==> src/bxe_defs.svh <==
// Opcode patterns, bank and adjust constants for the byte-op executor.
// Assumes a 16-bit instruction word and a 12-bit file address.
`ifndef BXE_DEFS_SVH
`define BXE_DEFS_SVH
`define BXE_OPC_DEC      6'h01
`define BXE_OPC_INCSZ    6'h0F
`define BXE_OPC_INCSNZ   6'h12
`define BXE_OPC_CLR      7'h35
`define BXE_INSN_KICK    16'h0004
`define BXE_INSN_BCD     16'h0007
`define BXE_ACCESS_BANK  4'h0
`define BXE_BCD_LIMIT    4'h9
`define BXE_BCD_LO_FIX   9'h006
`define BXE_BCD_HI_FIX   9'h060
`define BXE_SKIP_NONE    2'h0
`define BXE_SKIP_ONE     2'h1
`define BXE_SKIP_TWO     2'h2
`endif

==> src/bxe_pkg.sv <==
// Types shared by the byte-op executor, its datapath and their interface.
// Assumes nothing beyond a SystemVerilog compiler.
package bxe_pkg;
  typedef enum logic [1:0] {PH_DECODE, PH_READ, PH_PROCESS, PH_WRITE}
    bxe_phase_t;
  typedef enum logic [2:0] {OP_NOP, OP_CLR, OP_KICK, OP_BCD, OP_DEC,
                            OP_INCSZ, OP_INCSNZ} bxe_op_t;
  typedef struct packed {
    logic n;
    logic ov;
    logic z;
    logic half_carry;
    logic c;
  } bxe_flags_t;
  typedef struct packed {
    bxe_phase_t  phase;
    bxe_op_t     op;
    logic        dst_file;
    logic [11:0] addr;
    logic [7:0]  opnd;
    bxe_flags_t  fl;
    logic [7:0]  res;
    logic [1:0]  skip;
    logic        flush;
    logic        file_rd;
    logic        file_we;
    logic        w_we;
    logic [7:0]  wdata;
    logic        flags_we;
    bxe_flags_t  flags;
    logic        kick;
    logic        timeout;
    logic        sleep;
  } bxe_state_t;
endpackage

==> src/bxe_alu_if.sv <==
// Link between the phase sequencer and its datapath.
// Assumes bxe_pkg is compiled first.
`timescale 1ns/100ps
interface bxe_alu_if;
  bxe_pkg::bxe_op_t    op;
  logic [7:0]          opnd;
  bxe_pkg::bxe_flags_t fin;
  logic [7:0]          res;
  bxe_pkg::bxe_flags_t fout;
  modport core (output op, output opnd, output fin,
                input res, input fout);
  modport alu  (input op, input opnd, input fin,
                output res, output fout);
endinterface // bxe_alu_if

==> src/bxe_alu.sv <==
// Combinational datapath: result and flags of each byte operation.
// Assumes operand and incoming flags are held stable by the sequencer.
`timescale 1ns/100ps
module bxe_alu
  import bxe_pkg::*;
(
  bxe_alu_if.alu alu_if
);
`include "bxe_defs.svh"

  always_comb
  begin
    logic [8:0] sum;
    logic       lo_fix;
    logic       hi_fix;
    sum         = 9'h000;
    lo_fix      = 1'h0;
    hi_fix      = 1'h0;
    alu_if.res  = alu_if.opnd;
    alu_if.fout = alu_if.fin;
    case (alu_if.op)
      OP_CLR:
      begin
        alu_if.res    = 8'h00;
        alu_if.fout.z = 1'h1;
      end
      OP_BCD:
      begin
        // The low fix may carry into the high nibble before it is checked.
        lo_fix = (alu_if.opnd[3:0] > `BXE_BCD_LIMIT) ||
                 alu_if.fin.half_carry;
        sum    = {1'h0, alu_if.opnd} + (lo_fix ? `BXE_BCD_LO_FIX : 9'h000);
        hi_fix = (sum[7:4] > `BXE_BCD_LIMIT) || alu_if.fin.c || sum[8];
        sum    = sum + (hi_fix ? `BXE_BCD_HI_FIX : 9'h000);
        alu_if.res    = sum[7:0];
        alu_if.fout.c = alu_if.fin.c | hi_fix;
      end
      OP_DEC:
      begin
        sum            = {1'h0, alu_if.opnd} + 9'h0FF;
        alu_if.res     = sum[7:0];
        alu_if.fout.c  = sum[8];
        alu_if.fout.half_carry = (alu_if.opnd[3:0] != 4'h0);
        alu_if.fout.n  = sum[7];
        alu_if.fout.ov = (alu_if.opnd == 8'h80);
        alu_if.fout.z  = (sum[7:0] == 8'h00);
      end
      OP_INCSZ, OP_INCSNZ:
      begin
        alu_if.res = alu_if.opnd + 8'h01;
      end
      default:
      begin
        alu_if.res = alu_if.opnd;
      end
    endcase
  end

endmodule // bxe_alu

==> src/bxe_exec.sv <==
// Four-phase executor for clear, watchdog kick, BCD adjust, decrement and
// increment-with-skip. Assumes the register file answers a read within the
// read phase and that the fetch unit flags a two-word next instruction.
`timescale 1ns/100ps
module bxe_exec
  import bxe_pkg::*;
(
  // Clock and reset.
  input  wire logic                ref_clk_in,
  input  wire logic                rstn_in,
  // Fetched instruction.
  input  wire logic [15:0]         instr_in,
  input  wire logic                instr_valid_in,
  input  wire logic                next_two_word_in,
  // Core state read by the executor.
  input  wire logic [3:0]          bank_select_in,
  input  wire logic [7:0]          w_in,
  input  wire logic [7:0]          file_rdata_in,
  input  wire bxe_pkg::bxe_flags_t flags_in,
  // File register access.
  output logic [11:0]              file_addr_out,
  output logic                     file_rd_out,
  output logic                     file_we_out,
  output logic [7:0]               file_wdata_out,
  // Accumulator and status write-back.
  output logic                     w_we_out,
  output logic [7:0]               w_wdata_out,
  output logic                     flags_we_out,
  output bxe_pkg::bxe_flags_t      flags_out,
  // Watchdog and sequencing.
  output logic                     watchdog_clear_out,
  output logic                     timeout_status_out,
  output logic                     sleep_status_out,
  output logic                     flush_out,
  output bxe_pkg::bxe_phase_t      phase_out
);
`include "bxe_defs.svh"

  bxe_state_t s_q;
  bxe_state_t s_d;
  bxe_alu_if  alu_if ();

  bxe_alu u_alu (
    .alu_if (alu_if.alu)
  );

  assign alu_if.op   = s_q.op;
  assign alu_if.opnd = s_q.opnd;
  assign alu_if.fin  = s_q.fl;

  always_comb
  begin
    bxe_op_t    op;
    logic       is_inc;
    logic [1:0] nskip;
    op     = OP_NOP;
    is_inc = (s_q.op == OP_INCSZ) || (s_q.op == OP_INCSNZ);
    nskip  = `BXE_SKIP_NONE;
    s_d          = s_q;
    s_d.file_rd  = 1'h0;
    s_d.file_we  = 1'h0;
    s_d.w_we     = 1'h0;
    s_d.flags_we = 1'h0;
    s_d.kick     = 1'h0;
    case (s_q.phase)
      PH_DECODE:
      begin
        // A flushed cycle discards the fetched word and idles.
        if (!s_q.flush && instr_valid_in)
        begin
          if (instr_in == `BXE_INSN_KICK)
            op = OP_KICK;
          else if (instr_in == `BXE_INSN_BCD)
            op = OP_BCD;
          else if (instr_in[15:9] == `BXE_OPC_CLR)
            op = OP_CLR;
          else if (instr_in[15:10] == `BXE_OPC_DEC)
            op = OP_DEC;
          else if (instr_in[15:10] == `BXE_OPC_INCSZ)
            op = OP_INCSZ;
          else if (instr_in[15:10] == `BXE_OPC_INCSNZ)
            op = OP_INCSNZ;
        end
        s_d.op       = op;
        s_d.dst_file = instr_in[9];
        s_d.addr     = {instr_in[8] ? bank_select_in : `BXE_ACCESS_BANK,
                        instr_in[7:0]};
        s_d.file_rd  = (op == OP_CLR) || (op == OP_DEC) ||
                       (op == OP_INCSZ) || (op == OP_INCSNZ);
        s_d.phase    = PH_READ;
      end
      PH_READ:
      begin
        s_d.opnd  = (s_q.op == OP_BCD) ? w_in : file_rdata_in;
        s_d.fl    = flags_in;
        s_d.phase = PH_PROCESS;
      end
      PH_PROCESS:
      begin
        s_d.res      = alu_if.res;
        s_d.wdata    = alu_if.res;
        s_d.flags    = alu_if.fout;
        s_d.flags_we = (s_q.op == OP_CLR) || (s_q.op == OP_DEC) ||
                       (s_q.op == OP_BCD);
        s_d.w_we     = (s_q.op == OP_BCD) || (!s_q.dst_file &&
                       ((s_q.op == OP_DEC) || is_inc));
        s_d.file_we  = (s_q.op == OP_CLR) || (s_q.dst_file &&
                       ((s_q.op == OP_DEC) || is_inc));
        s_d.kick     = (s_q.op == OP_KICK);
        s_d.phase    = PH_WRITE;
      end
      PH_WRITE:
      begin
        if (s_q.flush)
          nskip = s_q.skip - `BXE_SKIP_ONE;
        else if (((s_q.op == OP_INCSZ) && (s_q.res == 8'h00)) ||
                 ((s_q.op == OP_INCSNZ) && (s_q.res != 8'h00)))
          nskip = next_two_word_in ? `BXE_SKIP_TWO : `BXE_SKIP_ONE;
        s_d.skip  = nskip;
        s_d.flush = (nskip != `BXE_SKIP_NONE);
        if (s_q.op == OP_KICK)
        begin
          s_d.timeout = 1'h1;
          s_d.sleep   = 1'h1;
        end
        s_d.phase = PH_DECODE;
      end
      default:
      begin
        s_d.phase = PH_DECODE;
      end
    endcase
  end

  always_ff @(posedge ref_clk_in or negedge rstn_in)
  begin
    if (!rstn_in)
      s_q <= '0;
    else
      s_q <= s_d;
  end

  assign file_addr_out      = s_q.addr;
  assign file_rd_out        = s_q.file_rd;
  assign file_we_out        = s_q.file_we;
  assign file_wdata_out     = s_q.wdata;
  assign w_we_out           = s_q.w_we;
  assign w_wdata_out        = s_q.wdata;
  assign flags_we_out       = s_q.flags_we;
  assign flags_out          = s_q.flags;
  assign watchdog_clear_out = s_q.kick;
  assign timeout_status_out = s_q.timeout;
  assign sleep_status_out   = s_q.sleep;
  assign flush_out          = s_q.flush;
  assign phase_out          = s_q.phase;

  logic is_skip_now;
  assign is_skip_now = (s_q.op == OP_INCSZ && s_q.res == 8'h00) ||
                       (s_q.op == OP_INCSNZ && s_q.res != 8'h00);
endmodule // bxe_exec

==> config.mk <==
export PLATFORM = sky130hd
export DESIGN_NAME = bxe_exec
export DESIGN_NICKNAME = d
export VERILOG_FILES = /design/src/bxe_pkg.sv /design/src/bxe_alu_if.sv /design/src/bxe_alu.sv /design/src/bxe_exec.sv
export VERILOG_INCLUDE_DIRS = /design/src /design/src/src
export SDC_FILE = /design/constraint.sdc
export NUM_CORES = 1
export LEC_CHECK = 0
export BUFFER_PORTS_ARGS = -buffer_cell sky130_fd_sc_hd__buf_2
export CAP_MARGIN = 40
export CORE_MARGIN = 2
export CORE_UTILIZATION = 35
export DETAILED_ROUTE_END_ITERATION = 16
export PLACE_DENSITY_LB_ADDON = 0.05
export SLEW_MARGIN = 20
export SYNTH_ARGS = -nofsm -noshare
export SYNTH_HDL_FRONTEND = slang
export SYNTH_SLANG_ARGS = --single-unit
==> constraint.sdc <==
create_clock -name ref_clk_in -period 6.3 [get_ports ref_clk_in]
set_input_delay 0.315 -clock ref_clk_in [delete_from_list [all_inputs] [get_ports ref_clk_in]]
set_output_delay 0.315 -clock ref_clk_in [all_outputs]
set_load 0.01 [all_outputs]
==> results_dict.tcl <==
set metrics [dict create \
    wl_per_cell_um 16.46 \
    setup_viol 0 \
    clkSinkCount 53 \
    tightest_slew_ps 763.3 \
    grt-ovfl-total 0 \
    max_cap_viol_count 0 \
    drtPass1Iterations 4 \
    antenna_found_initial 0 \
    r2r_setup_slack_ps 1620 \
    synth_top_area_cell "dfrtp_1" \
    yosys_warnings 0 \
    slew_headroom_pct 49.12 \
    design.core.area_um2 9864 \
    holdBufCountCts 0 \
    viasPerCell 5.210 \
    r2r-start "alu_if.opnd[0]" \
    drt-total-wl_um 9351 \
    power_w 0.0006842 \
    final.setup.tns_ps 0 \
    place_congestion 0.8512 \
    period_share_pct 74.25 \
    drc_errors 0 \
    post-route-min-period_ps 4678 \
    rsz0062_at_grt "false" \
    synth-edff-count 0 \
    place_inst 558 \
    cts_buffers 5 \
    cp-start-kind "register" \
    vias 2959 \
    powerDensity_nw_per_um2 173.0 \
    dieArea_um2 11080 \
    cts.htree.levels 2 \
    path_max_fanout 13 \
    fin_ws_ps 1622 \
    fin_util_pct 40.09 \
    r2r_end "file_wdata_out[7]" \
    clk_pin_slew_worst_paths_ps 100 \
    drt_iter0_drc 222 \
    synth_cell_types 60 \
    final_cell_count_no_fill 568 \
    multi_input_area_um2 1798 \
    postRouteAntennaNets 0 \
    netlist_instances 398 \
    cp.required_ps 6520 \
    grt_max_degree 54 \
    worstPathArrival_ps 4900 \
    max_freq_mhz 213.8 \
    boundaryPins 88 \
    rows 36 \
    hold_viol 0 \
    status "finished, final reports clean" \
    final-seq-area_um2 1326 \
    synth_area_um2 3590 \
    reg2reg_depth 15 \
    max-vdd-ir-drop_mv 0.08379 \
    finClkSkew_ps 7.861 \
    post_cts_buffers 0 \
    n_antenna_cell 0 \
    clock_path_buffers 2 \
    synthFlopType "dfrtp_1" \
    nets 493 \
    syn_area_per_cell_um2 9.019 \
    dp_hpwl_um 6727 \
    slew_viol_final 0 \
    grt_usage_pct 16.93 \
    worstSetupPathType "register to register" \
    grt_pass1_vias 2760 \
    syn_to_final_growth_pct 10.18 \
    syn_nets 457 \
    fillers 1042 \
    synthArstFlopShare_pct 100.0 \
    cts_tree "yes" \
    drive_gt1_share_pct 27.13 \
    hp-class "input pin to async pin" \
    die_h_um 105.3 \
    synth_seq_cells 53 \
    place_ws_ps 1656 \
    die_w_um 105.3 \
    synthTopCellsByArea "dfrtp_1, buf_4, mux2_2" \
    synth_seq_area_share_pct 36.95 \
    portBuffers 87 \
    initial_core_util_pct 36.39 \
    root_buffer "clkbuf_8" \
    grt_pass1_wl_um 14840 \
    power_leakage_nw 1.770 \
    post_cts_resized 0 \
    crit_path_end_kind "register" \
    synth_top_area_share_pct 36.95 \
    clock_latency_ps 320 \
]
## cells by family after synthesis
group	Yosys count	share of synthesized area, %
AO/OA/AOI/OAI	91	16.42
XOR/XNOR	15	3.660
adder cells (fa/ha/maj)	14	5.298
buffers and inverters	86	12.97
flip-flops	53	36.95
multiplexers	28	8.679
AND/OR/NAND/NOR	111	16.03
## power by group
part           total, W  switching [W]  leakage [nW]  internal (W)
Combinational  0.000105      0.0000568          1.07     0.0000485
Clock          0.000204       0.000124        0.0456     0.0000797
Sequential     0.000375      0.0000211         0.651      0.000354
Total          0.000684       0.000202          1.77      0.000483
## worst max-delay path by stage
stage                   startpoint                 to  cells past startpoint
floorplan           alu_if.opnd[0]  file_wdata_out[7]                     17
global placement    alu_if.opnd[0]  file_wdata_out[7]                     15
detailed placement  alu_if.opnd[0]  file_wdata_out[7]                     15
CTS                 alu_if.opnd[0]  file_wdata_out[7]                     15
global route        alu_if.opnd[0]  file_wdata_out[7]                     15
finish              alu_if.opnd[0]  file_wdata_out[7]                     15
## final cells by class
cell class                      count  share of cell area, %
Multi-Input combinational cell    259                  45.46
Sequential cell                    53                  33.53
Clock buffer                        6                  1.835
Tap cell                          133                  4.208
Clock inverter                      2                 0.3480
Inverter                           24                  2.278
Timing Repair Buffer               91                  12.34
## state kept, by name, summed over array words and instances (netlist names), 2 cells and up
signal          cells
s_q                 3
file_addr_out      12
alu_if.op           3
file_wdata_out      8
alu_if.fin          5
flags_out           5
alu_if.opnd         8
phase_out           2
## stage by stage
stage,cell area [um^2],hold slack [ps]
2_1_floorplan,3590,19.41
3_3_place_gp,3824,476.6
3_5_place_dp,3839,478.6
4_1_cts,3925,145.9
5_1_grt,3955,181.1
6_report,3955,105.4
## critical path, stage by stage (launching register included)
cell and delay, ps:
dfrtp_1 660, inv_1 160, ha_1 340, o21ai_0 200
a21o_1 180, ha_1 200, inv_1 60, fa_1 420
nand3b_1 280, o211a_1 260, or4_1 550, ha_1 240
fa_1 380, xor2_1 180, mux2i_1 120, o32a_1 340
## layout by cell type (no fill, tap or decap), types with 3 or more instances in the layout
cell,count
xor2_1,7
nor3b_1,3
dfrtp_1,53
mux2i_1,12
o21ai_0,21
xnor2_1,8
clkbuf_8,5
a21oi_1,27
a21o_1,4
o32a_1,3
nor3_1,5
o2bb2ai_1,3
nand3b_1,3
a31oi_1,7
nor2_1,34
nor4_1,8
buf_2,87
ha_1,12
a211oi_1,3
buf_8,3
nand2_1,23
nand3_1,10
nor2b_1,4
nand4_1,6
mux2_2,15
inv_1,23
## routing by layer
layer | share of wire [%] | vias up | track usage (%) | wire, um
met4 | 1.7 | 0 | 5.143 | 156
met5 | 0 | - | 0 | 0
met2 | 44 | 81 | 24.61 | 4137
li1 | - | 1433 | - | -
met3 | 5.8 | 13 | 3.401 | 540
met1 | 48 | 1432 | 25.17 | 4517
## synthesized netlist by cell type, types with 2 or more instances
| master | n |
|---|---|
| o32a_1 | 3 |
| o211ai_1 | 2 |
| a221o_1 | 2 |
| nor2_1 | 34 |
| buf_2 | 5 |
| o21ai_0 | 21 |
| o221ai_1 | 2 |
| buf_1 | 3 |
| nor3_1 | 5 |
| a211oi_1 | 3 |
| nor4_1 | 8 |
| fa_1 | 2 |
| buf_4 | 36 |
| ha_1 | 12 |
| dfrtp_1 | 53 |
| nand4_1 | 6 |
| nand3_1 | 10 |
| xor2_1 | 7 |
| a221oi_1 | 2 |
| a21o_1 | 4 |
| clkbuf_1 | 17 |
| nor2b_1 | 4 |
| nor4b_1 | 2 |
| a21oi_1 | 27 |
| nand3b_1 | 3 |
| xnor2_1 | 8 |
| mux2i_1 | 12 |
| nor3b_1 | 3 |
| o21a_1 | 2 |
| nand2_1 | 23 |
| inv_1 | 23 |
| mux2_2 | 15 |
| a31oi_1 | 7 |
| o2bb2ai_1 | 3 |
| a22oi_1 | 2 |
| or3_1 | 2 |
| and3_1 | 2 |
Power figures use the tool's default switching activity.
